### config.mk
export PLATFORM = sky130hd
export DESIGN_NAME = flash_command_host
export DESIGN_NICKNAME = d
export VERILOG_FILES = /design/src/flash_cmd_pkg.sv /design/src/flash_command_host.sv
export SDC_FILE = /design/constraint.sdc
export NUM_CORES = 1
export LEC_CHECK = 0
export ABC_AREA = 1
export BUFFER_PORTS_ARGS = -buffer_cell sky130_fd_sc_hd__buf_2
export CAP_MARGIN = 20
export CORE_ASPECT_RATIO = 0.6
export CORE_UTILIZATION = 56
export DETAILED_ROUTE_END_ITERATION = 8
export MAX_ROUTING_LAYER = met4
export PLACE_DENSITY_LB_ADDON = 0.15
export SYNTH_ARGS = -nofsm -noshare
export SYNTH_HDL_FRONTEND = slang
export SYNTH_SLANG_ARGS = --single-unit
### constraint.sdc
create_clock -name sys_clk -period 5.6 [get_ports sys_clk]
set_input_delay 0.56 -clock sys_clk [delete_from_list [all_inputs] [get_ports sys_clk]]
set_output_delay 0.56 -clock sys_clk [all_outputs]
set_load 0.02 [all_outputs]
### src/flash_cmd_pkg.sv
// Package with command codes, addresses, bus timing and request and bus pin types
package flash_cmd_pkg;
  localparam int ADDR_W = 21;
  localparam int DATA_W = 16;
  localparam logic [ADDR_W-1:0] UNLOCK1_WORD = 21'h000555;
  localparam logic [ADDR_W-1:0] UNLOCK2_WORD = 21'h0002AA;
  localparam logic [ADDR_W-1:0] UNLOCK1_BYTE = 21'h000AAA;
  localparam logic [ADDR_W-1:0] UNLOCK2_BYTE = 21'h000555;
  localparam logic [ADDR_W-1:0] QUERY_WORD = 21'h000055;
  localparam logic [ADDR_W-1:0] QUERY_BYTE = 21'h0000AA;
  localparam logic [7:0] ID_OFS_MFR = 8'h00;
  localparam logic [7:0] ID_OFS_DEV1 = 8'h01;
  localparam logic [7:0] ID_OFS_DEV2 = 8'h0E;
  localparam logic [7:0] ID_OFS_DEV3 = 8'h0F;
  localparam logic [7:0] ID_OFS_LOCK = 8'h03;
  localparam logic [7:0] ID_OFS_PROT = 8'h02;
  localparam logic [7:0] CODE_UNLOCK1 = 8'hAA;
  localparam logic [7:0] CODE_UNLOCK2 = 8'h55;
  localparam logic [7:0] CODE_RESET = 8'hF0;
  localparam logic [7:0] CODE_ID = 8'h90;
  localparam logic [7:0] CODE_PROG = 8'hA0;
  localparam logic [7:0] CODE_BYPASS = 8'h20;
  localparam logic [7:0] CODE_ERASE_SETUP = 8'h80;
  localparam logic [7:0] CODE_CHIP_ERASE = 8'h10;
  localparam logic [7:0] CODE_SECTOR_ERASE = 8'h30;
  localparam logic [7:0] CODE_SUSPEND = 8'hB0;
  localparam logic [7:0] CODE_RESUME = 8'h30;
  localparam logic [7:0] CODE_QUERY = 8'h98;
  localparam logic [7:0] CODE_BYPASS_EXIT = 8'h00;
  localparam int BANK_LSB = 18;
  localparam int SECTOR_LSB = 12;
  // Strobe phase lengths in ns and derived cycles at 25 MHz
  localparam int CLK_NS = 40;
  localparam int SETUP_NS = 40;
  localparam int PULSE_NS = 60;
  localparam int HOLD_NS = 40;
  localparam int SETUP_CYC = (SETUP_NS + CLK_NS - 1) / CLK_NS;
  localparam int PULSE_CYC = (PULSE_NS + CLK_NS - 1) / CLK_NS;
  localparam int HOLD_CYC = (HOLD_NS + CLK_NS - 1) / CLK_NS;
  localparam int CNT_W = 4;

  typedef enum logic [3:0] {
    OP_ARRAY_READ = 4'h0,
    OP_RESET = 4'h1,
    OP_ID_ENTER = 4'h2,
    OP_ID_READ = 4'h3,
    OP_PROGRAM = 4'h4,
    OP_BYPASS_ENTER = 4'h5,
    OP_BYPASS_PROG = 4'h6,
    OP_BYPASS_EXIT = 4'h7,
    OP_CHIP_ERASE = 4'h8,
    OP_SECTOR_ERASE = 4'h9,
    OP_SECTOR_ADD = 4'hA,
    OP_SUSPEND = 4'hB,
    OP_RESUME = 4'hC,
    OP_QUERY = 4'hD
  } op_type;

  typedef struct packed {
    op_type op;
    logic byte_mode;
    logic [ADDR_W-1:0] addr;
    logic [DATA_W-1:0] data;
  } req_type;

  typedef struct packed {
    logic ce_n;
    logic we_n;
    logic oe_n;
    logic [ADDR_W-1:0] addr;
    logic [DATA_W-1:0] dq_out;
    logic dq_oe;
  } pins_type;
endpackage : flash_cmd_pkg

### src/flash_command_host.sv
// Host controller that issues flash command sequences over the parallel bus
`timescale 1ns/1ps
module flash_command_host
  import flash_cmd_pkg::*;
(
  input wire logic sys_clk,
  input wire logic rst,
  input wire logic req_valid,
  input wire req_type req,
  output logic req_ready,
  output logic rsp_valid,
  output logic [DATA_W-1:0] rsp_data,
  output pins_type pins,
  input wire logic [DATA_W-1:0] dq_in
);
  typedef enum logic [2:0] {
    ST_IDLE = 3'b000,
    ST_SETUP = 3'b001,
    ST_PULSE = 3'b010,
    ST_HOLD = 3'b011,
    ST_NEXT = 3'b100,
    ST_DONE = 3'b101
  } state_type;

  state_type state_q;
  req_type cur_q;
  logic [2:0] idx_q;
  logic [CNT_W-1:0] cnt_q;
  logic [DATA_W-1:0] dq_s1_q;
  logic [DATA_W-1:0] dq_s2_q;
  pins_type pins_q;
  logic [DATA_W-1:0] rsp_data_q;
  logic rsp_valid_q;

  // Bus step table for the current operation
  logic [ADDR_W-1:0] u1;
  logic [ADDR_W-1:0] u2;
  logic [ADDR_W-1:0] bank_base;
  logic [ADDR_W-1:0] step_addr;
  logic [7:0] step_code;
  logic step_read;
  logic step_raw;
  logic [2:0] step_cnt;

  assign u1 = cur_q.byte_mode ? UNLOCK1_BYTE : UNLOCK1_WORD;
  assign u2 = cur_q.byte_mode ? UNLOCK2_BYTE : UNLOCK2_WORD;
  assign bank_base = {cur_q.addr[ADDR_W-1:BANK_LSB], {BANK_LSB{1'b0}}};

  always_comb begin
    step_addr = u1;
    step_code = CODE_UNLOCK1;
    step_read = 1'b0;
    step_raw = 1'b0;
    step_cnt = 3'd1;
    case (cur_q.op)
      OP_ARRAY_READ: begin
        step_read = 1'b1;
        step_addr = cur_q.addr;
      end
      OP_RESET: step_code = CODE_RESET;
      OP_ID_READ: begin
        // Caller keeps the same bank bits on every ID read
        step_read = 1'b1;
        step_addr = cur_q.addr;
      end
      OP_SECTOR_ADD: begin
        step_addr = {cur_q.addr[ADDR_W-1:SECTOR_LSB], {SECTOR_LSB{1'b0}}};
        step_code = CODE_SECTOR_ERASE;
      end
      OP_SUSPEND: begin
        step_addr = bank_base;
        step_code = CODE_SUSPEND;
      end
      OP_RESUME: begin
        step_addr = bank_base;
        step_code = CODE_RESUME;
      end
      OP_QUERY: begin
        step_addr = cur_q.byte_mode ? QUERY_BYTE : QUERY_WORD;
        step_code = CODE_QUERY;
      end
      OP_BYPASS_PROG: begin
        step_cnt = 3'd2;
        step_code = CODE_PROG;
        if (idx_q == 3'd1) begin
          step_addr = cur_q.addr;
          step_raw = 1'b1;
        end
      end
      OP_BYPASS_EXIT: begin
        step_cnt = 3'd2;
        step_code = (idx_q == 3'd0) ? CODE_ID : CODE_BYPASS_EXIT;
      end
      default: begin
        // Unlock prefix then command, optional second unlock and final write
        step_cnt = (cur_q.op == OP_PROGRAM) ? 3'd4 :
                   (cur_q.op == OP_CHIP_ERASE || cur_q.op == OP_SECTOR_ERASE) ? 3'd6 : 3'd3;
        // Final write of program and erase comes after the command or second unlock
        if (idx_q > 3'd2 && idx_q == step_cnt - 3'd1) begin
          if (cur_q.op == OP_PROGRAM) begin
            step_addr = cur_q.addr;
            step_raw = 1'b1;
          end else if (cur_q.op == OP_CHIP_ERASE) begin
            step_addr = u1;
            step_code = CODE_CHIP_ERASE;
          end else begin
            step_addr = {cur_q.addr[ADDR_W-1:SECTOR_LSB], {SECTOR_LSB{1'b0}}};
            step_code = CODE_SECTOR_ERASE;
          end
        end else begin
          case (idx_q)
            3'd0, 3'd3: begin
              step_addr = u1;
              step_code = CODE_UNLOCK1;
            end
            3'd1, 3'd4: begin
              step_addr = u2;
              step_code = CODE_UNLOCK2;
            end
            default: begin
              step_addr = (cur_q.op == OP_ID_ENTER || cur_q.op == OP_BYPASS_ENTER) ?
                          (bank_base | u1) : u1;
              step_code = (cur_q.op == OP_ID_ENTER) ? CODE_ID :
                          (cur_q.op == OP_BYPASS_ENTER) ? CODE_BYPASS :
                          (cur_q.op == OP_PROGRAM) ? CODE_PROG : CODE_ERASE_SETUP;
            end
          endcase
        end
      end
    endcase
  end

  // Command cycles drive zero on the upper byte; program data goes whole
  logic [DATA_W-1:0] step_data;
  assign step_data = step_raw ? cur_q.data : {8'h00, step_code};
  logic last_step;
  assign last_step = (idx_q == step_cnt - 3'd1);
  logic cnt_done;
  assign cnt_done = (cnt_q == '0);

  // Read data synchroniser
  always_ff @(posedge sys_clk or posedge rst) begin
    if (rst) begin
      dq_s1_q <= '0;
      dq_s2_q <= '0;
    end else begin
      dq_s1_q <= dq_in;
      dq_s2_q <= dq_s1_q;
    end
  end

  always_ff @(posedge sys_clk or posedge rst) begin
    if (rst) begin
      state_q <= ST_IDLE;
      cur_q <= '0;
      idx_q <= 3'd0;
      cnt_q <= '0;
      pins_q <= '{ce_n: 1'b1, we_n: 1'b1, oe_n: 1'b1, addr: '0, dq_out: '0, dq_oe: 1'b0};
      rsp_valid_q <= 1'b0;
      rsp_data_q <= '0;
    end else begin
      rsp_valid_q <= 1'b0;
      case (state_q)
        ST_IDLE: begin
          if (req_valid) begin
            cur_q <= req;
            idx_q <= 3'd0;
            state_q <= ST_NEXT;
          end
        end
        ST_NEXT: begin
          // Address and chip select settle before the strobe falls
          pins_q.addr <= step_addr;
          pins_q.ce_n <= 1'b0;
          pins_q.dq_out <= step_data;
          pins_q.dq_oe <= ~step_read;
          cnt_q <= CNT_W'(SETUP_CYC - 1);
          state_q <= ST_SETUP;
        end
        ST_SETUP: begin
          if (cnt_done) begin
            // Strobe falls after chip select so address latches here
            pins_q.we_n <= step_read;
            pins_q.oe_n <= ~step_read;
            cnt_q <= CNT_W'(PULSE_CYC + 1);
            state_q <= ST_PULSE;
          end else begin
            cnt_q <= cnt_q - 1'b1;
          end
        end
        ST_PULSE: begin
          if (cnt_done) begin
            // Write strobe rises first while data and chip select still hold
            pins_q.we_n <= 1'b1;
            pins_q.oe_n <= 1'b1;
            if (step_read) begin
              rsp_data_q <= dq_s2_q;
            end
            cnt_q <= CNT_W'(HOLD_CYC - 1);
            state_q <= ST_HOLD;
          end else begin
            cnt_q <= cnt_q - 1'b1;
          end
        end
        ST_HOLD: begin
          if (cnt_done) begin
            pins_q.ce_n <= 1'b1;
            pins_q.dq_oe <= 1'b0;
            if (last_step) begin
              state_q <= ST_DONE;
            end else begin
              idx_q <= idx_q + 3'd1;
              state_q <= ST_NEXT;
            end
          end else begin
            cnt_q <= cnt_q - 1'b1;
          end
        end
        ST_DONE: begin
          rsp_valid_q <= 1'b1;
          state_q <= ST_IDLE;
        end
        default: state_q <= ST_IDLE;
      endcase
    end
  end

  // Ready only while idle; response data of ID and array reads is raw device output
  logic ready_q;
  always_ff @(posedge sys_clk or posedge rst) begin
    if (rst) begin
      ready_q <= 1'b0;
    end else begin
      ready_q <= (state_q == ST_IDLE) && !req_valid;
    end
  end

  assign req_ready = ready_q;
  assign rsp_valid = rsp_valid_q;
  assign rsp_data = rsp_data_q;
  assign pins = pins_q;
endmodule : flash_command_host

* Word level (Yosys, flattened, before mapping)
Cells that the tools add are included.
** Word-level totals
- Input bits :: 61
- Word-level logic and storage cells :: 133
- Memory bits (writable) :: 0
- Latch bits :: 0
- Memories :: 0
- Output and inout bits :: 59
- Register bits :: 143
- Bits in read-only memories :: 0
** Cells by class
- Bitwise gates (word level) :: 2
- Magnitude comparators :: 1
- Muxes and demuxes :: 50
- Reductions and logical operators :: 29
- $add $sub $neg :: 4
- Div/mod/pow operators :: 0
- Eq/ne operators :: 29
- $mul :: 0
- Shifts and indexed selects :: 0
** Operators with widths (count)
- $pmux W21 S6 :: 1
- $mux W21 :: 5
- $pmux W8 S7 :: 1
- $mux W8 :: 6
- $pmux W21 S2 :: 1
- $mux W3 :: 9
- $eq A4 B4 Y1 const B :: 6
- $or A21 B12 Y21 :: 1
- $eq A4 B3 Y1 const B :: 4
- $mux W16 :: 1
- $pmux W4 S4 :: 1
- $pmux W8 S2 :: 1
- $pmux W3 S5 :: 1
- $reduce_or A2 Y1 :: 7
- $mux W12 :: 1
- $mux W4 :: 3
- $mux W6 :: 2
- $ne A2 B2 Y1 const B :: 6
- $pmux W3 S2 :: 2
- $mux W11 :: 1
- $eq A3 B2 Y1 const B :: 3
- $eq A3 B3 Y1 const B :: 3
- $eq A4 B2 Y1 const B :: 2
- $logic_not A4 Y1 :: 2
- other kinds (23) :: 45

* Depth between registers and ports, before layout
Gate-level depths: netlist (run 1).
- Depth in word-level cells :: 10
- Mapped depth :: 18
- Gate-level depth less buffers :: 17

* Least setup slack after synthesis (run 1)
OpenSTA, ideal clock, no wires.
- Kind :: register to register
- Start point :: reg cur_q[38] (netlist name)
- End point :: reg idx_q[0]
- Setup slack :: 3.275 ns
- Setup time :: 0.117 ns
- Cell stages (with the launch flop) :: 17
- Period minus slack after synthesis :: 2.325 ns
- Required time :: 5.483 ns
- Path buffers :: 1
- Arrival :: 2.208 ns
- Path through :: dfrtp_1 > nor2_2 > nand2_1 > nand2_1 > nor2_1 > nand2_1 > inv_2 > buf_4 > a21oi_1 > ha_1 > xor2_1 > nand3_1 > nor2_1 > nand2_1 > nand3_1 > nand2_1 > nand2_1
** On the way
- Cells in the longest elaborated chain, start to end :: 9
- Elaborated cells between the ends (all ways) :: 22
- Classes of those cells :: add/sub: 1; eq/ne: 13; mux: 3; reduce/logical: 5
** Ends and longest elaborated chain
- from (decl) :: RTL line flash_command_host.sv:26 : req_type cur_q;
- from (signal assigned) :: RTL line flash_command_host.sv:166 : cur_q <= req;
- $eq A4 B4 Y1 :: RTL line flash_command_host.sv:97 : (cur_q.op == OP_CHIP_ERASE || cur_q.op == OP_SECTOR_ERASE) ? 3'd6 : 3'd3;
- $logic_or A1 B1 Y1 :: RTL line flash_command_host.sv:97
- $mux W3 :: RTL line flash_command_host.sv:97
- $mux W3 :: RTL line flash_command_host.sv:96 : step_cnt = (cur_q.op == OP_PROGRAM) ? 3'd4 :
- $pmux W3 S2 * :: RTL line flash_command_host.sv:55 : case (cur_q.op)
- $sub A3 B1 Y3 * :: RTL line flash_command_host.sv:137 : assign last_step = (idx_q == step_cnt - 3'd1);
- $eq A3 B3 Y1 * :: RTL line flash_command_host.sv:137
- $ne A2 B2 Y1 (no source line) *
- $reduce_and A4 Y1 (no source line) *
- to (signal assigned) :: RTL line flash_command_host.sv:212 : idx_q <= idx_q + 3'd1;
- to (decl) :: RTL line flash_command_host.sv:27 : logic [2:0] idx_q;
Every way passes the cells marked *; elsewhere a longest branch is shown, timed or not.
A chain may end at the register's enable or synchronous reset.

* Worst setup path in the final report (run 1)
Same ends and word-level chain as after synthesis.

==> flow_summary.yaml, run 1 <==
cts:
  clock_latency_ps: 410
  cts_tree: "built"
  cts_resized: 0
  htreeDepth: 4
  hold_buffers: 0
  clock_tree.buffer_depth: 2
  numCtsBuffers: 17
  cts_root_buf: "clkbuf_16"
  clk_pin_slew_ps: 70
  cts_sinks: 143
  cts_setup_buffers: 0
global_route:
  gr-usage-all-layers: 0.2932
  grt_max_degree: 97
  grt_pass1_wl_microns: 26320
  antenna_found_initial: 1
  overflow: 0
  first_global_vias: 5297
placement:
  hpwl_microns: 11260
  port_buffers: 119
  dp_cells: 991
  gp_congestion: 0.8924
  place_worst_setup_slack_ps: 2738
timing:
  fin_crit_sh: 0.5208
  setup_violations: 0
  worst_slew_pin_slew_ps: 838.0
  timing.slew.headroom: 0.4414
  max_freq_ghz: 0.3429
  timing.final.ws_setup_ps: 2684
  slew_violations: 0
  rsz0062_at_grt: "no"
  final.setup.tns_ps: 0
  finClkSkew_ps: 15.57
  period_minus_slack_ps: 2916
  finalHoldViolCount: 0
worst_setup_path:
  cp.arrival_ps: 3210
  critPathMaxFanout: 17
  startpoint_type: "flip-flop"
  crit_required_ps: 5890
  crit_type: "reg -> reg"
  end_kind: "flip-flop"
floorplanning:
  start_util: 0.5758
  die_h_microns: 85.63
  io_pins: 120
  rows: 30
  dieArea_sq_um: 12110
  die_w_microns: 141.4
  core_sq_um: 11340
cells_and_area:
  final_layout_size_suffix_gt1_frac: 0.2465
  layout_commonest_cell: "nand2_1"
  area_delta_synth_final_pct: 19.67
  most-common-layout-cells: "nand2_1 (217), dfrtp_1 (140), buf_2 (119), nor2_1 (59), nand3_1 (59)"
  nets: 920
  stdcell_count: 1025
detailed_routing:
  avgViaCountPerCell: 5.321
  avgRoutedWirePerCell_microns: 15.57
  wl_microns: 15960
  drt_iter0_drc: 325
  drcViolationCount: 0
  ant_nets: 0
  dr.pass1.iters: 8
  num_vias: 5454
min_path:
  hp-class: "in -> reg"
flow_run:
  drv_cap: 0
synthesis:
  synth_area_leaders: "dfrtp_1 (54%), nand2_1 (12%), nand3_1 (4.6%), mux2_2 (4.5%), a21oi_1 (3.8%)"
  avgSynthCellArea_sq_um: 8.857
  synth-seq-cells: 143
  syn_area_sq_um: 6528
  ys_types: 33
  synthCells: 737
  ys_seq_area_frac: 0.5488
  synth.net_count: 806
  synth_largest_area_cell: "dfrtp_1"
  synth.top_cell.area_share: 0.5367
  ys_warn_count: 0
run_status:
  status: "finished clean"
power:
  powerDensity_nw_per_um2: 593.3
  power_leakage_uw: 0.004276
  ir_drop_mv: 0.3428
## synth_stat cells
library cell / count
o22ai_1: 1
nand3_2: 3
mux2_1: 10
xnor2_1: 1
o32ai_1: 1
o21ai_1: 8
ha_1: 8
inv_1: 47
nor2_1: 59
nor3_1: 4
dfstp_2: 3
buf_6: 2
clkbuf_1: 15
o2111ai_1: 1
nand2_1: 217
nand4_4: 1
a21oi_1: 49
dfrtp_1: 140
nand2_4: 1
nand3_1: 60
nand2_2: 6
nand4_1: 19
o211ai_1: 1
inv_2: 11
and2_1: 1
nor2_2: 5
buf_2: 7
mux2_2: 26
o21bai_1: 1
buf_4: 2
xor2_1: 4
buf_1: 2
o21ai_0: 21
## cell type report
type                    count  area (sq um)
inverters                  58         222.7
repair buffers            123         645.6
fillers                   951          3525
multi-input cells         508          2596
clock buffers              18         439.2
diodes                      1         2.502
flip-flops and latches    143          3582
clock inverters            14         122.6
well taps                 160         200.2
## stage by stage
stage	area, sq um	utilization	power, uW	hold WS (ps)
floorplan	6528	-	2979	331.2
global placement	7219	0.6369	3467	331.2
detailed placement	7219	0.6369	3520	334.7
CTS	7781	0.6864	4615	237.4
global route	7811	0.6891	4988	238.1
finish	7811	0.6891	4634	247.4
## kinds of logic (layout without fill, tap and decap cells)
kind of cell,after synthesis,in the layout,share of synthesized area
buffers and inverters,86,213,0.05424
XOR/XNOR,5,5,0.006709
adder cells (fa/ha/maj),8,8,0.01534
AND/OR/NAND/NOR,376,376,0.2471
multiplexers,36,36,0.06210
AO/OA/AOI/OAI,83,83,0.06575
flip-flops,143,143,0.5488
other,0,1,0
## registers in the layout, summed over array words and instances, names as in the netlist, 4 cells and up
register  cells
cnt_q         4
rsp_data     16
pins         41
dq_s2_q      16
cur_q        39
dq_s1_q      16
## final timing paths
check                            from             to  slack (ps)  cells past startpoint
hold reg to reg            dq_s1_q[0]     dq_s2_q[0]         350                      0
min in group asynchronous         rst     dq_s1_q[4]         320                      2
hold / removal               dq_in[8]     dq_s1_q[8]         250                      1
setup reg to reg            cur_q[38]       idx_q[0]        2680                     15
setup / recovery            cur_q[38]       idx_q[0]        2680                     15
max in group asynchronous         rst  bank_base[20]        4130                      3
## report_power, final
part	total (uW)	leakage [uW]	switching (uW)	internal, uW
Sequential	1580	0.00175	211	1370
Clock	1080	0.000270	480	595
Combinational	1980	0.00225	1330	646
## worst max-delay path, stage by stage (launching register included)
cell and delay, ps:
dfrtp_1 450, nor2_2 610, nand2_1 140, nand2_1 130, nor2_1 70, nand2_1 130, inv_2 150, a21oi_1 180
ha_1 260, xor2_1 140, nand3_1 80, nor2_1 40, nand2_1 130, nand3_1 130, nand2_1 80, nand2_1 50
## routing by layer
metal / up-vias / track usage / part of all wire
met5: - / - / 0
met4: 0 / 0.08113 / 0.011
met3: 15 / 0.06588 / 0.076
met2: 196 / 0.4289 / 0.43
met1: 2613 / 0.4133 / 0.48
li1: 2630 / - / -
(Power assumes the default switching activity.)
==> run 2, diff against run 1 <==
- clock period: 5.6 -> 2.8 ns (I/O delays scaled with it)
==> run 2 against run 1 <==
  * Via count up 1.9%
  * Clock-buffer cell count shrank 1
  * Sequential share of layout area shrank 1.4 points
  * Clock skew decreased by 4.2 ps
==> flow_summary.yaml, run 2 (same netlist as run 1, synthesis figures left out) <==
cts:
  cts_sinks: 143
  cts_setup_buffers: 0
  cts_tree: "built"
  clk_pin_slew_ps: 70
  clock_latency_ps: 420
  htreeDepth: 4
  numCtsBuffers: 17
  clock_tree.buffer_depth: 2
  cts_root_buf: "clkbuf_16"
timing:
  finClkSkew_ps: 11.40
  setup_violations: 0
  timing.slew.headroom: 0.5144
  period_minus_slack_ps: 2601
  timing.final.ws_setup_ps: 199.4
  finalHoldViolCount: 0
  timing.hold.ws_ps: 49.25
  max_freq_ghz: 0.3845
  fin_crit_sh: 0.9288
  worst_slew_pin_slew_ps: 728.3
  slew_violations: 0
detailed_routing:
  avgViaCountPerCell: 5.324
  avgRoutedWirePerCell_microns: 15.85
  drt_iter0_drc: 445
  dr.pass1.iters: 5
  wl_microns: 16540
  num_vias: 5558
  ant_nets: 0
  drcViolationCount: 0
global_route:
  first_global_vias: 5437
  antenna_found_initial: 1
  gr-usage-all-layers: 0.3009
  grt_max_degree: 144
  grt_pass1_wl_microns: 27100
  overflow: 0
floorplanning:
  core_sq_um: 11340
  dieArea_sq_um: 12110
  die_h_microns: 85.63
  io_pins: 120
  die_w_microns: 141.4
  start_util: 0.5758
  rows: 30
worst_setup_path:
  path_buf_inv: 3
  end_kind: "flip-flop"
  crit_type: "reg -> reg"
  reg2reg_from: "cur_q[38]"
  path_cells: "inv_2 > nor2_1 > nand2_2 > inv_2 > nor2_2 > nand2_2 > clkinv_4 > a21oi_1 > ha_1 > xor2_1 > nand3_1 > nor2_1 > nand2_1 > nand3_1 > nand2_1 > nand2_1"
  cp.arrival_ps: 2910
  crit_top_cell: "nand2_1"
  r2r_cells: 16
  path_depth: 16
  worstReg2RegEnd: "idx_q[1]"
  critPathSlowestCell: "dfrtp_2"
  startpoint_type: "flip-flop"
  cp_top_family: "simple AND/OR/NAND/NOR gates"
  critPathMaxFanout: 17
  rrSetupSlack_ps: 200
  crit_required_ps: 3110
  max_stage_delay_ps: 430
cells_and_area:
  area_delta_synth_final_pct: 23.52
  largest_reg_flops: 41
  nets: 940
  layout_commonest_cell: "nand2_1"
  most-common-layout-cells: "nand2_1 (215), dfrtp_1 (139), buf_2 (119), nand3_1 (59), nor2_1 (58)"
  final_layout_size_suffix_gt1_frac: 0.2492
  design_area_sq_um: 8063
placement:
  place_worst_setup_slack_ps: 107.0
  gp_congestion: 0.9003
  dpl_cell_area_sq_um: 7281
  hpwl_microns: 11480
  port_buffers: 119
power:
  powerDensity_nw_per_um2: 1184
  power_leakage_uw: 0.004374
  ir_drop_mv: 0.6260
min_path:
  worstHoldStart: "req_valid"
  holdPathStages: 2
  hp-class: "in -> reg"
  holdPathEnd: "req_ready"
run_status:
  status: "finished clean"
flow_run:
  drv_cap: 0
[run 2: what timing repair did]
item,4_1_cts,5_1_grt
hold endpoints to repair,16,0
hold buffers,16,0
setup endpoints to repair,0,4
resized for setup,0,9
[run 2: area by class of cell]
cell class	count	area, sq um
Antenna cell	1	2.502
Clock buffer	17	425.4
Clock inverter	14	170.2
Fill cell	902	3273
Inverter	58	226.5
Multi-Input combinational cell	508	2614
Sequential cell	143	3583
Tap cell	160	200.2
Timing Repair Buffer	143	840.8
[run 2: report_power, final]
part | switching [uW] | internal, uW
clock | 966 | 1340
combinational | 2740 | 1330
sequential | 423 | 2740
total | 4130 | 5420
[run 2: stage by stage]
step           instances  TNS, ps  power, uW    util
2_1_floorplan        737        0       5958       -
3_3_place_gp         996        0       6992  0.6423
3_5_place_dp         996        0       7128  0.6423
4_1_cts             1043        0       9473  0.7089
5_1_grt             1044   -108.4      10250  0.7113
6_report            1044        0       9543  0.7113
[run 2: worst max-delay path by stage]
stage               startpoint        to  slack, ps
floorplan            cur_q[38]  idx_q[0]        480
global placement     cur_q[38]  idx_q[2]        260
detailed placement   cur_q[38]  idx_q[1]        110
CTS                  cur_q[38]  idx_q[1]         80
global route         cur_q[38]  idx_q[2]        -40
finish               cur_q[38]  idx_q[1]        200
[run 2: routing by layer]
metal	wire [microns]	part of all wire	vias to the layer above	track usage
li1	-	-	2671	-
met1	7887	0.48	2667	0.4230
met2	7276	0.44	206	0.4388
met3	1261	0.076	14	0.07091
met4	119	0.0072	0	0.08309
met5	0	0	-	-
